## src/common/dtr_pkg.sv

```systemverilog
`default_nettype none

// ==========================================================================
// Shared constants of the temperature readout block
// ==========================================================================
package dtr_pkg;

    // ======================================================================
    // Register and command map
    // ======================================================================
    localparam logic [7:0] REG_LOCAL_MAIN = 8'h00;
    localparam logic [7:0] REG_REMOTE_MAIN = 8'h01;
    localparam logic [7:0] REG_STATUS = 8'h02;
    localparam logic [7:0] REG_CONFIG_RD = 8'h03;
    localparam logic [7:0] REG_CONFIG_WR = 8'h09;
    localparam logic [7:0] REG_REMOTE_FRAC = 8'h10;
    localparam logic [7:0] REG_LOCAL_FRAC = 8'h11;
    localparam logic [7:0] CMD_ONE_SHOT = 8'h0F;

    // ======================================================================
    // Fields and reset values
    // ======================================================================
    localparam int CFG_STANDBY_BIT = 6;
    localparam int STATUS_BUSY_BIT = 7;
    localparam logic [7:0] CONFIG_RESET = 8'h00;
    localparam logic [7:0] PTR_RESET = 8'h00;
    localparam logic [7:0] FAULT_CODE = 8'hFF;
    localparam int MEAS_W = 12;
    localparam int FRAC_W = 3;
    localparam logic [6:0] SLAVE_ADDR_DEF = 7'h2A;

    // ======================================================================
    // Timing: times in ms, counts derived from the 100 MHz clock
    // ======================================================================
    localparam int CLK_KHZ = 100000;
    localparam int TIMEOUT_MS = 25;
    localparam int INTEG_MS = 60;
    localparam int PERIOD_MS = 125;
    localparam int TIMEOUT_CYC = TIMEOUT_MS * CLK_KHZ;
    localparam int INTEG_CYC = INTEG_MS * CLK_KHZ;
    localparam int PERIOD_CYC = PERIOD_MS * CLK_KHZ;

endpackage

`default_nettype wire

```

## src/rtl/dtr_readout.sv

```systemverilog
// Functional notes
// - Alarm active when a channel is above its high or below its low limit.
// - Alarm also active on a shorted or open remote diode.
// - Overheat output active while a temperature exceeds the overheat limit.
// - Each result is 11 bits, LSB one eighth degree.
// - Main registers at 00h and 01h; all-ones reports a remote diode fault.
// - Main reading unsigned whole degrees; below zero reads zero; 145 reads 91h.
// - Fraction bits readable: remote at 10h, local at 11h.
// - Each channel integrates for about 60 ms.
// - Every conversion measures both local and remote channels.
// - Standby bit zero converts freely; one-shot starts a full conversion.
// - Busy status bit high while a conversion runs.
// - Reads return previous completed results during a conversion.
// - Standby stops conversion timing; data kept; serial port still answers.
// - One-shot converts fully even in standby.
// - Standby write during conversion aborts it; old results stay.
// - Full conversion period is about 125 ms.
// - Access only by write, read, send and receive byte.
// - Receive byte returns the register picked by the last command byte.
// - Data bytes go out most significant bit first.
// - Main and fraction registers of both channels update together.
// - Fraction in upper three bits, lower five bits undefined.
// - Send byte with command 0Fh triggers a one-shot.
// - Standby select is configuration bit 6; one selects standby.
// - Serial logic resets when the clock stays low past 25 ms.
`default_nettype none

// ========================
// Two-channel temperature readout: sequencing, results, alarms, SMBus
// ========================
module dtr_readout #(
    parameter logic [6:0] SLAVE_ADDR = dtr_pkg::SLAVE_ADDR_DEF,
    parameter int TIMEOUT_CYC = dtr_pkg::TIMEOUT_CYC,
    parameter int INTEG_CYC = dtr_pkg::INTEG_CYC,
    parameter int PERIOD_CYC = dtr_pkg::PERIOD_CYC
) (
    input wire logic clock, // System clock, 100 MHz
    input wire logic rst_b, // Async reset, active low
    input wire logic scl, // SMBus clock pin
    input wire logic sda_in, // SMBus data pin level
    output logic sda_out, // SMBus data drive value
    output logic sda_oe, // SMBus data drive enable
    input wire logic signed [dtr_pkg::MEAS_W-1:0] local_meas, // Local die, eighths
    input wire logic signed [dtr_pkg::MEAS_W-1:0] remote_meas, // Remote diode, eighths
    input wire logic remote_diode_fault, // Diode short or open
    input wire logic [7:0] high_limit, // Alarm high limit
    input wire logic [7:0] low_limit, // Alarm low limit
    input wire logic [7:0] overheat_limit, // Overheat limit
    output logic alarm_out, // Alarm drive value
    output logic alarm_oe, // Alarm pulled low
    output logic overheat_out, // Overheat drive value
    output logic overheat_oe // Overheat pulled low
);
    import dtr_pkg::*;

    // ========================
    // Types and local constants
    // ========================
    typedef enum logic [1:0] {
        CV_IDLE = 2'b00,
        CV_LOCAL = 2'b01,
        CV_REMOTE = 2'b11,
        CV_WAIT = 2'b10
    } dtr_cv_state_t;

    // Rest of the period after both integrations, never below one cycle
    localparam int WAIT_CYC = (PERIOD_CYC > 2 * INTEG_CYC) ? PERIOD_CYC - 2 * INTEG_CYC : 1;
    localparam int TMR_MAX = (WAIT_CYC > INTEG_CYC) ? WAIT_CYC : INTEG_CYC;
    localparam int TMR_W = $clog2(TMR_MAX + 1);
    localparam int TEMP_W = 8 + FRAC_W;

    // ========================
    // Input synchronisers
    // ========================
    logic scl_m_r, scl_s_r, sda_m_r, sda_s_r;
    logic [MEAS_W-1:0] loc_m_r, loc_s_r, rem_m_r, rem_s_r;
    logic flt_m_r, flt_s_r;

    // Pins from outside the clock domain pass two flops before use
    always_ff @(posedge clock or negedge rst_b)
    begin
        if (!rst_b)
        begin
            scl_m_r <= 1'b1;
            scl_s_r <= 1'b1;
            sda_m_r <= 1'b1;
            sda_s_r <= 1'b1;
            loc_m_r <= '0;
            loc_s_r <= '0;
            rem_m_r <= '0;
            rem_s_r <= '0;
            flt_m_r <= 1'b0;
            flt_s_r <= 1'b0;
        end
        else
        begin
            scl_m_r <= scl;
            scl_s_r <= scl_m_r;
            sda_m_r <= sda_in;
            sda_s_r <= sda_m_r;
            loc_m_r <= local_meas;
            loc_s_r <= loc_m_r;
            rem_m_r <= remote_meas;
            rem_s_r <= rem_m_r;
            flt_m_r <= remote_diode_fault;
            flt_s_r <= flt_m_r;
        end
    end

    // ========================
    // Serial interface
    // ========================
    logic cmd_stb, data_stb;
    logic [7:0] rx_byte;
    logic [7:0] tx_byte;

    dtr_smbus_slave #(
        .SLAVE_ADDR(SLAVE_ADDR),
        .TIMEOUT_CYC(TIMEOUT_CYC)
    ) u_smbus (
        .clock(clock),
        .rst_b(rst_b),
        .scl_s(scl_s_r),
        .sda_s(sda_s_r),
        .tx_byte(tx_byte),
        .sda_oe(sda_oe),
        .cmd_stb(cmd_stb),
        .data_stb(data_stb),
        .rx_byte(rx_byte)
    );

    // Open drain: only ever pulls low
    assign sda_out = 1'b0;

    // ========================
    // Command pointer and configuration
    // ========================
    logic [7:0] ptr_r, ptr_nxt;
    logic [7:0] cfg_r, cfg_nxt;
    logic one_shot, stby_write, standby;

    // Command byte selects the register; a data byte writes only the configuration, at 09h
    always_comb
    begin
        ptr_nxt = ptr_r;
        cfg_nxt = cfg_r;
        if (cmd_stb)
        begin
            ptr_nxt = rx_byte;
        end
        if (data_stb && ptr_r == REG_CONFIG_WR)
        begin
            cfg_nxt = rx_byte;
        end
    end

    // Pointer and configuration registers
    always_ff @(posedge clock or negedge rst_b)
    begin
        if (!rst_b)
        begin
            ptr_r <= PTR_RESET;
            cfg_r <= CONFIG_RESET;
        end
        else
        begin
            ptr_r <= ptr_nxt;
            cfg_r <= cfg_nxt;
        end
    end

    // Send byte 0Fh starts a one-shot; a write setting standby is the abort event
    assign one_shot = cmd_stb & (rx_byte == CMD_ONE_SHOT);
    assign stby_write = data_stb & (ptr_r == REG_CONFIG_WR) & rx_byte[CFG_STANDBY_BIT];
    assign standby = cfg_r[CFG_STANDBY_BIT];

    // ========================
    // Conversion sequencer
    // ========================
    dtr_cv_state_t cv_r, cv_nxt;
    logic [TMR_W-1:0] tmr_r, tmr_nxt;
    logic [TEMP_W-1:0] loc_pend_r, loc_pend_nxt;
    logic [TEMP_W-1:0] loc_temp_r, loc_temp_nxt;
    logic [TEMP_W-1:0] rem_temp_r, rem_temp_nxt;
    logic rem_flt_r, rem_flt_nxt;
    logic busy;
    logic integ_end, wait_end;

    // Negative readings clamp to zero; keep whole degrees and three fraction bits
    function automatic logic [TEMP_W-1:0] dtr_fmt(input logic [MEAS_W-1:0] v);
        logic [TEMP_W-1:0] r;
        r = v[MEAS_W-1] ? '0 : v[TEMP_W-1:0];
        return r;
    endfunction

    assign integ_end = (tmr_r == TMR_W'(INTEG_CYC - 1));
    assign wait_end = (tmr_r == TMR_W'(WAIT_CYC - 1));
    assign busy = (cv_r == CV_LOCAL) | (cv_r == CV_REMOTE);

    // Sequencer next state; abort has top priority so nothing is latched
    always_comb
    begin
        cv_nxt = cv_r;
        tmr_nxt = tmr_r + 1'b1;
        loc_pend_nxt = loc_pend_r;
        loc_temp_nxt = loc_temp_r;
        rem_temp_nxt = rem_temp_r;
        rem_flt_nxt = rem_flt_r;
        if (stby_write && cv_r != CV_IDLE)
        begin
            cv_nxt = CV_IDLE;
            tmr_nxt = '0;
        end
        else
        begin
            unique case (cv_r)
                CV_IDLE:
                begin
                    // Timer held in standby; only a one-shot wakes it
                    tmr_nxt = '0;
                    if (!standby || one_shot)
                    begin
                        cv_nxt = CV_LOCAL;
                    end
                end
                CV_LOCAL:
                begin
                    if (integ_end)
                    begin
                        // Hold local result until remote finishes
                        loc_pend_nxt = dtr_fmt(loc_s_r);
                        cv_nxt = CV_REMOTE;
                        tmr_nxt = '0;
                    end
                end
                CV_REMOTE:
                begin
                    if (integ_end)
                    begin
                        // Both channels committed in one edge
                        loc_temp_nxt = loc_pend_r;
                        rem_temp_nxt = dtr_fmt(rem_s_r);
                        rem_flt_nxt = flt_s_r;
                        cv_nxt = standby ? CV_IDLE : CV_WAIT;
                        tmr_nxt = '0;
                    end
                end
                CV_WAIT:
                begin
                    if (standby)
                    begin
                        cv_nxt = CV_IDLE;
                        tmr_nxt = '0;
                    end
                    else if (wait_end || one_shot)
                    begin
                        cv_nxt = CV_LOCAL;
                        tmr_nxt = '0;
                    end
                end
            endcase
        end
    end

    // Sequencer and result registers; results change only at commit
    always_ff @(posedge clock or negedge rst_b)
    begin
        if (!rst_b)
        begin
            cv_r <= CV_IDLE;
            tmr_r <= '0;
            loc_pend_r <= '0;
            loc_temp_r <= '0;
            rem_temp_r <= '0;
            rem_flt_r <= 1'b0;
        end
        else
        begin
            cv_r <= cv_nxt;
            tmr_r <= tmr_nxt;
            loc_pend_r <= loc_pend_nxt;
            loc_temp_r <= loc_temp_nxt;
            rem_temp_r <= rem_temp_nxt;
            rem_flt_r <= rem_flt_nxt;
        end
    end

    // ========================
    // Register read path
    // ========================
    logic [7:0] loc_main, rem_main, loc_frac, rem_frac, status;

    // Fault forces all-ones main and a zero fraction
    assign loc_main = loc_temp_r[TEMP_W-1:FRAC_W];
    assign rem_main = rem_flt_r ? FAULT_CODE : rem_temp_r[TEMP_W-1:FRAC_W];
    // Undefined low bits read as zero
    assign loc_frac = {loc_temp_r[FRAC_W-1:0], {(8 - FRAC_W){1'b0}}};
    assign rem_frac = rem_flt_r ? 8'h00 : {rem_temp_r[FRAC_W-1:0], {(8 - FRAC_W){1'b0}}};
    assign status = {busy, 7'h00};

    // Byte returned on a read follows the current pointer
    always_comb
    begin
        unique case (ptr_r)
            REG_LOCAL_MAIN: tx_byte = loc_main;
            REG_REMOTE_MAIN: tx_byte = rem_main;
            REG_REMOTE_FRAC: tx_byte = rem_frac;
            REG_LOCAL_FRAC: tx_byte = loc_frac;
            REG_STATUS: tx_byte = status;
            REG_CONFIG_RD: tx_byte = cfg_r;
            default: tx_byte = 8'h00;
        endcase
    end

    // ========================
    // Alarm outputs
    // ========================
    logic alarm_r, alarm_nxt, ovh_r, ovh_nxt;

    // Limits compare whole degrees of the last committed results
    always_comb
    begin
        alarm_nxt = (loc_main > high_limit) | (loc_main < low_limit)
            | (rem_main > high_limit) | (rem_main < low_limit)
            | rem_flt_r;
        ovh_nxt = (loc_main > overheat_limit) | (!rem_flt_r && rem_main > overheat_limit);
    end

    // Alarm registers
    always_ff @(posedge clock or negedge rst_b)
    begin
        if (!rst_b)
        begin
            alarm_r <= 1'b0;
            ovh_r <= 1'b0;
        end
        else
        begin
            alarm_r <= alarm_nxt;
            ovh_r <= ovh_nxt;
        end
    end

    // Open-drain outputs: enable means pin pulled low (active)
    assign alarm_out = 1'b0;
    assign alarm_oe = alarm_r;
    assign overheat_out = 1'b0;
    assign overheat_oe = ovh_r;

endmodule

`default_nettype wire

```

## src/rtl/dtr_smbus_slave.sv

```systemverilog
`default_nettype none

// ========================
// SMBus byte engine: address match, ack, command/data bytes, one read byte
// ========================
module dtr_smbus_slave #(
    parameter logic [6:0] SLAVE_ADDR = dtr_pkg::SLAVE_ADDR_DEF,
    parameter int TIMEOUT_CYC = dtr_pkg::TIMEOUT_CYC
) (
    input wire logic clock, // System clock
    input wire logic rst_b, // Async reset, active low
    input wire logic scl_s, // Synchronised serial clock
    input wire logic sda_s, // Synchronised serial data
    input wire logic [7:0] tx_byte, // Byte to return on a read
    output logic sda_oe, // Pull data line low
    output logic cmd_stb, // Command byte received
    output logic data_stb, // Data byte received
    output logic [7:0] rx_byte // Last received byte
);
    import dtr_pkg::*;

    typedef enum logic [2:0] {
        SB_IDLE = 3'b000,
        SB_ADDR = 3'b001,
        SB_ACK = 3'b011,
        SB_RX = 3'b010,
        SB_TX = 3'b110,
        SB_MACK = 3'b111
    } dtr_sb_state_t;

    localparam int TO_W = $clog2(TIMEOUT_CYC + 1);

    dtr_sb_state_t st_r, st_nxt;
    logic [7:0] shift_r, shift_nxt;
    logic [3:0] cnt_r, cnt_nxt;
    logic rd_r, rd_nxt;
    logic first_r, first_nxt;
    logic scl_d_r, sda_d_r;
    logic [TO_W-1:0] to_r, to_nxt;
    logic cmd_r, cmd_nxt, data_r, data_nxt;
    logic scl_rise, scl_fall, start_ev, stop_ev;

    // Edge and bus condition detection on the synchronised lines
    assign scl_rise = scl_s & ~scl_d_r;
    assign scl_fall = ~scl_s & scl_d_r;
    assign start_ev = scl_s & scl_d_r & sda_d_r & ~sda_s;
    assign stop_ev = scl_s & scl_d_r & ~sda_d_r & sda_s;

    // Next-state logic of the byte engine
    always_comb
    begin
        st_nxt = st_r;
        shift_nxt = shift_r;
        cnt_nxt = cnt_r;
        rd_nxt = rd_r;
        first_nxt = first_r;
        cmd_nxt = 1'b0;
        data_nxt = 1'b0;
        // Counter saturates so a stuck-low clock keeps the engine idle
        to_nxt = scl_s ? '0 : ((to_r == TO_W'(TIMEOUT_CYC)) ? to_r : to_r + 1'b1);
        if (to_r == TO_W'(TIMEOUT_CYC))
        begin
            st_nxt = SB_IDLE;
        end
        else if (start_ev)
        begin
            st_nxt = SB_ADDR;
            cnt_nxt = '0;
            first_nxt = 1'b1;
        end
        else if (stop_ev)
        begin
            st_nxt = SB_IDLE;
        end
        else
        begin
            unique case (st_r)
                SB_IDLE: ;
                SB_ADDR, SB_RX:
                begin
                    if (scl_rise)
                    begin
                        shift_nxt = {shift_r[6:0], sda_s};
                        cnt_nxt = cnt_r + 1'b1;
                    end
                    else if (scl_fall && cnt_r == 4'h8)
                    begin
                        if (st_r == SB_ADDR)
                        begin
                            rd_nxt = shift_r[0];
                            st_nxt = (shift_r[7:1] == SLAVE_ADDR) ? SB_ACK : SB_IDLE;
                        end
                        else
                        begin
                            // First byte after a write address is the command
                            st_nxt = SB_ACK;
                            cmd_nxt = first_r;
                            data_nxt = ~first_r;
                            first_nxt = 1'b0;
                        end
                    end
                end
                SB_ACK:
                begin
                    if (scl_fall)
                    begin
                        cnt_nxt = '0;
                        st_nxt = rd_r ? SB_TX : SB_RX;
                        if (rd_r)
                        begin
                            shift_nxt = tx_byte;
                        end
                    end
                end
                SB_TX:
                begin
                    if (scl_fall)
                    begin
                        cnt_nxt = cnt_r + 1'b1;
                        shift_nxt = {shift_r[6:0], 1'b1};
                        if (cnt_r == 4'h7)
                        begin
                            st_nxt = SB_MACK;
                        end
                    end
                end
                SB_MACK:
                begin
                    // Only one byte per read; master ack or nack ends it
                    if (scl_rise)
                    begin
                        st_nxt = SB_IDLE;
                    end
                end
                default: st_nxt = SB_IDLE;
            endcase
        end
    end

    // Byte engine registers
    always_ff @(posedge clock or negedge rst_b)
    begin
        if (!rst_b)
        begin
            st_r <= SB_IDLE;
            shift_r <= 8'hFF;
            cnt_r <= '0;
            rd_r <= 1'b0;
            first_r <= 1'b0;
            scl_d_r <= 1'b1;
            sda_d_r <= 1'b1;
            to_r <= '0;
            cmd_r <= 1'b0;
            data_r <= 1'b0;
        end
        else
        begin
            st_r <= st_nxt;
            shift_r <= shift_nxt;
            cnt_r <= cnt_nxt;
            rd_r <= rd_nxt;
            first_r <= first_nxt;
            scl_d_r <= scl_s;
            sda_d_r <= sda_s;
            to_r <= to_nxt;
            cmd_r <= cmd_nxt;
            data_r <= data_nxt;
        end
    end

    // Drive low for ack, and for zero bits of the returned byte, MSB first
    assign sda_oe = (st_r == SB_ACK) | ((st_r == SB_TX) & ~shift_r[7]);
    assign cmd_stb = cmd_r;
    assign data_stb = data_r;
    assign rx_byte = shift_r;

endmodule

`default_nettype wire

```

## config.mk

```make
export PLATFORM = sky130hd
export DESIGN_NAME = dtr_readout
export DESIGN_NICKNAME = d
export VERILOG_FILES = /design/src/common/dtr_pkg.sv /design/src/rtl/dtr_readout.sv /design/src/rtl/dtr_smbus_slave.sv
export SDC_FILE = /design/constraint.sdc
export NUM_CORES = 1
export LEC_CHECK = 0
export BUFFER_PORTS_ARGS = -buffer_cell sky130_fd_sc_hd__buf_2
export CAP_MARGIN = 0
export CORE_MARGIN = 10
export CORE_UTILIZATION = 40
export DETAILED_ROUTE_END_ITERATION = 6
export GPL_ROUTABILITY_DRIVEN = 0
export GPL_TIMING_DRIVEN = 0
export SLEW_MARGIN = 40
export SYNTH_ARGS = -nofsm -noshare
export SYNTH_HDL_FRONTEND = slang
export SYNTH_SLANG_ARGS = --single-unit
```

## constraint.sdc

```tcl
create_clock -name clock -period 2.3 [get_ports clock]
set_clock_uncertainty 0.2 [all_clocks]
set_input_delay 0.115 -clock clock [delete_from_list [all_inputs] [get_ports clock]]
set_output_delay 0.115 -clock clock [all_outputs]
set_load 0.1 [all_outputs]
```

==> results of run 1 <==
==> cell families after synthesis <==
group	Yosys count
AND/OR/NAND/NOR	286
AO/OA/AOI/OAI	114
adder cells (fa/ha/maj)	51
XOR/XNOR	40
other	1
buffers and inverters	65
flip-flops	174
multiplexers	42
==> metrics by stage <==
| stage | setup TNS, ps | setup slack (ps) |
|---|---|---|
| final | -348 | -53.6 |
| after global routing | -3270 | -123 |
| after CTS | -1580 | -105 |
| after detailed placement | -22710 | -421 |
| after global placement | -328050 | -1850 |
| after floorplan | -1050 | -64.1 |
==> critical path: cells and delay by family (launching register included) <==
family,cells,cell delay (ps)
simple gates,4,1170
flops,1,380
buf+inv,1,160
mux,1,330
==> layer usage <==
layer,vias up,routed length (µm),GRT usage (%)
met2,139,9250,23.6
met1,3025,8870,18.9
met3,23,651,2.43
li1,3020,-,-
met4,0,301,4.31
met5,-,0,0
==> worst max-delay path by stage <==
stage                           endpoint  slack (ps)     start  depth (start not counted)
after floorplan           loc_pend_r[10]         -60  tmr_r[0]                          9
after global placement          tmr_r[7]       -1850     rst_b                          1
after detailed placement   loc_temp_r[9]        -420  ptr_r[0]                          7
after CTS                  loc_pend_r[2]        -100  tmr_r[0]                          9
after global routing       loc_temp_r[8]        -120  ptr_r[7]                          6
final                      loc_temp_r[8]         -50  ptr_r[7]                          6
==> area by class of cell <==
type                            instances  area, µm²
Timing Repair Buffer                  125        975
Buffer                                 24        176
Clock buffer                           17        425
Sequential cell                       174       4380
Clock inverter                         15        230
Tap cell                              275        344
Multi-Input combinational cell        536       4070
Fill cell                            1838      10200
Inverter                               37        139
==> report_power, final <==
part           internal, mW  switching (mW)
sequential             3.21           0.126
combinational         0.269           0.291
clock                  1.55            1.55
total                  5.03            1.96
==> flip-flops by register name, indices dropped and copies added, names as in the netlist, 11 cells and up <==
register and count:
tmr_r 23, rem_s_r 12, loc_temp_r 11, loc_pend_r 11, u_smbus.to_r 22, rem_temp_r 11
rem_m_r 12, loc_m_r 12, loc_s_r 12
==> repair_timing <==
item                                    4_1_cts  5_1_grt
endpoints found under the setup margin       82       82
hold buffers                                 29        0
gates cloned                                  3        0
endpoints found under the hold margin       194        0
buffers inserted                             17       18
pin swaps                                     6       14
gates resized for setup                      49       45
==> cells in the final DEF (no fill, tap or decap), drive strengths merged, types with 14 or more instances in the layout <==
cell type    count
nand4           27
clkbuf          32
inv             47
nor2b           21
dfrtp          160
nand2b          21
dlygate4sd3     28
mux2            39
nor2            68
dfstp           14
buf            106
xor2            30
a21oi           21
nand3           20
o21ai           44
ha              51
nand2           55
==> impl_metrics.ini, run 1 <==
[floorplan]
core_um2 = 20900
io_pins = 59
row_count = 53
die_h_um = 165
start_util_pct = 40.4
die_area_um2 = 27300
die_w_um = 165

[sta]
finalSetupViolations = 19
slew_viol_final = 0
fmax_ghz = 0.425
setup_ws_ps = -53.6
timing.hold.ws_ps = 34.0
slew_headroom_pct = 60.1
min_period_ps = 2350
hold_violations = 0
tightest_slew_ps = 598
rsz0062_at_grt = true
fin_crit_sh_pct = 102

[grt]
grt_max_degree = 52
overflow = 0
antenna_found_initial = 0
grt_first_pass_wirelength_um = 31600
grt_use_total_pct = 14.3
grt_pass1_vias = 6164

[cts]
h-tree-depth = 4
cts_sinks = 174
cts_tree = built
cts_buffers = 17
root_buffer = clkbuf_16
clkLatencyLatePin_ps = 440
path_clk_slew_ps = 80
clockBufferDepth = 2

[yosys]
yosys.area_share.adder_pct = 7.55
syn_area_per_cell_um2 = 10.9
synth_xor_area_share_pct = 4.15
syn_inst = 773
synth_common_cells = 160 x dfrtp_1, 68 x nor2_1, 54 x nand2_1, 51 x ha_1, 44 x o21ai_0
synth-simple-area-share_pct = 18.5
synth_edf_count = 0
yosys_warnings = 0
synth.mux.area_fraction_pct = 6.29
yosysTopAreaCellShare_pct = 47.4
synth_top_area_cell = dfrtp_1
synth_top_family_by_area = simple AND/OR/NAND/NOR gates
yosysUniqueCellTypes = 67
seq_area_frac_synth_pct = 51.7
synthFlopType = dfrtp_1
synth_compound_area_share_pct = 8.50
yosysMostFrequentCell = dfrtp_1
synth_area_um2 = 8450
synth_area_leaders = dfrtp_1 47%, ha_1 7.6%, dfstp_2 4.4%
synth-async-reset-ratio_pct = 100
synth.ff_latch_count = 174

[detailed_routing]
drt_iter0_markers = 347
drcViolationCount = 0
dr.pass1.iters = 5
viasPerCell = 5.16
antenna_left = 0
num_vias = 6207
wl_um = 19100
post_drt_wl_per_cell_um = 15.8

[placed_design]
portBuffers = 55
placedCellCount = 1108
place_area_um2 = 9190
dp_hpwl_um = 12800

[worst_hold_path]
min_path_type = in -> reg
holdPathEnd = alarm_oe
hold_depth = 5
worstHoldStart = high_limit[0]

[final_layout]
syn_to_final_growth_pct = 27.1
drive_above_1_share_pct = 27.0
fin_area_um2 = 10700
num_antenna_cells = 0
nNetsFinal = 1019
fin_util_pct = 51.4
final_cells = 1203

[setup_path]
crit_path_start_kind = flop
rr_startpoint = ptr_r[7]
slowest_delay_ps = 610
slowest_stage = or4_4
end_kind = flop
worstPathArrival_ps = 2470
cp_cell_sequence = or4_4 -> nor3_4 -> nand2_4 -> nand4_4 -> buf_6 -> mux2_2
r2r_end = loc_temp_r[8]
cp.required_ps = 2420
path_class = reg -> reg
crit_fanout = 6
ff2ff_path_depth = 6
ff2ff_setup_slack_ps = -50

[pwr]
p_leak_nw = 5.06
power_density_nw_per_um2 = 651
total_power_mw = 6.99
ir_drop_uv = 696

[flow_run]
drv_cap = 0

[outcome]
violations = setup timing
status = complete, but fails checks
Note: power is estimated with default switching activity, not from simulation.
==> run 2, diff against run 1 <==
- PLACE_DENSITY: unset -> 0.56
==> impl_metrics.ini, run 2 (synthesis gave the netlist of run 1 again) <==
[floorplan]
die_h_um = 165
start_util_pct = 40.4
core_um2 = 20900
die_area_um2 = 27300
die_w_um = 165
io_pins = 59
row_count = 53

[worst_hold_path]
min_path_type = in -> reg

[grt]
grt_pass1_vias = 6141
grt_max_degree = 71
grt_use_total_pct = 14.5
overflow = 0
antenna_found_initial = 0
grt_first_pass_wirelength_um = 31700

[placed_design]
portBuffers = 55
dp_hpwl_um = 12800

[setup_path]
cp.required_ps = 2410
crit_fanout = 5
end_kind = flop
worstPathArrival_ps = 2500
path_class = reg -> reg
slowest_delay_ps = 400
path_delay_family = simple AND/OR/NAND/NOR gates
path_buf_inv = 2
cp_cell_sequence = nor4_2 -> and4b_1 -> and3_4 -> buf_8 -> nand2_4 -> nor3b_4 -> buf_6 -> mux2_4
crit_path_start_kind = flop
slowest_stage = dfrtp_1

[detailed_routing]
drcViolationCount = 0
num_vias = 6033
wl_um = 19000
drt_iter0_markers = 387
viasPerCell = 5.01
antenna_left = 0
post_drt_wl_per_cell_um = 15.8
dr.pass1.iters = 5

[cts]
cts_buffers = 17
h-tree-depth = 4
root_buffer = clkbuf_16
clockBufferDepth = 2
path_clk_slew_ps = 90
cts_sinks = 174
cts_tree = built
clkLatencyLatePin_ps = 440

[sta]
hold_violations = 0
tightest_slew_ps = 524
slew_viol_final = 0
min_period_ps = 2390
slew_headroom_pct = 64.8
setup_ws_ps = -87.9
timing.hold.ws_ps = 33.9
rsz0062_at_grt = true
finalSetupViolations = 11
fin_crit_sh_pct = 104
fmax_ghz = 0.419
setup_tns_ps = -899

[final_layout]
nNetsFinal = 1019
largest_reg_flops = 23
syn_to_final_growth_pct = 27.0
largest-register = tmr_r
final_cell_mix = 157 x dfrtp_1, 62 x nor2_1, 53 x buf_2, 51 x nand2_1, 50 x ha_1
fill_cells = 1853
num_antenna_cells = 0
drive_above_1_share_pct = 26.6
top_regs = tmr_r x23, u_smbus.to_r x22
final_common_cell = dfrtp_1

[outcome]
violations = setup timing
status = complete, but fails checks

[pwr]
total_power_mw = 7.02
power_density_nw_per_um2 = 654
ir_drop_uv = 508
p_leak_nw = 5.08

[flow_run]
drv_cap = 0
[run 2: repair_timing]
action | in CTS | in global routing
endpoints found under the hold margin | 187 | 0
pin swaps | 7 | 11
hold buffers | 30 | 0
gates resized for setup | 42 | 54
cloned | 1 | 1
endpoints found under the setup margin | 82 | 78
setup buffers | 16 | 19
[run 2: tightest hold or removal path, stage by stage]
cell     delay (ps)
buf_2           100
inv_1            70
ha_1            140
a21oi_1          40
o21ai_0          60
a22o_1          120
[run 2: per-layer routing]
metal	track usage [%]	vias to the layer above	share of wire, %
met5	0	-	0
met4	4.07	0	0.98
met3	3.00	12	3.9
met2	22.9	101	46
met1	19.7	2901	49
li1	-	3019	-
[run 2: final timing paths]
check / slack (ps) / end / from / depth (start not counted)
max: -90 / loc_pend_r[2] / tmr_r[7] / 8
min: 30 / overheat_oe / overheat_limit[7] / 6
max reg2reg: -90 / loc_pend_r[2] / tmr_r[7] / 8
min reg2reg: 150 / loc_s_r[9] / loc_m_r[9] / 0
max in group asynchronous: 860 / scl_s_r / rst_b / 4
min in group asynchronous: 430 / loc_s_r[1] / rst_b / 3
[run 2: where the power goes]
part | internal [mW] | switching [mW]
registers | 3.21 | 0.125
clock network | 1.56 | 1.57
logic | 0.264 | 0.296
[run 2: stage by stage]
stage | worst slack, ps | std cells | instance area, µm² | utilization, %
floorplan | -64.1 | 775 | 8470 | -
global placement | -1940 | 1105 | 9090 | 43.5
detailed placement | -413 | 1107 | 9160 | 43.8
CTS | -94.4 | 1186 | 10400 | 49.9
global route | -177 | 1203 | 10700 | 51.4
finish | -87.9 | 1203 | 10700 | 51.4
[run 2: cell type report]
class | instances | area, µm² | share of cell area [%]
well taps | 275 | 344 | 3.21
flip-flops and latches | 174 | 4380 | 40.8
repair buffers | 124 | 963 | 8.98
clock inverters | 15 | 236 | 2.20
inverters | 37 | 139 | 1.29
clock buffers | 17 | 425 | 3.96
plain buffers | 25 | 193 | 1.80
multi-input cells | 536 | 4050 | 37.8
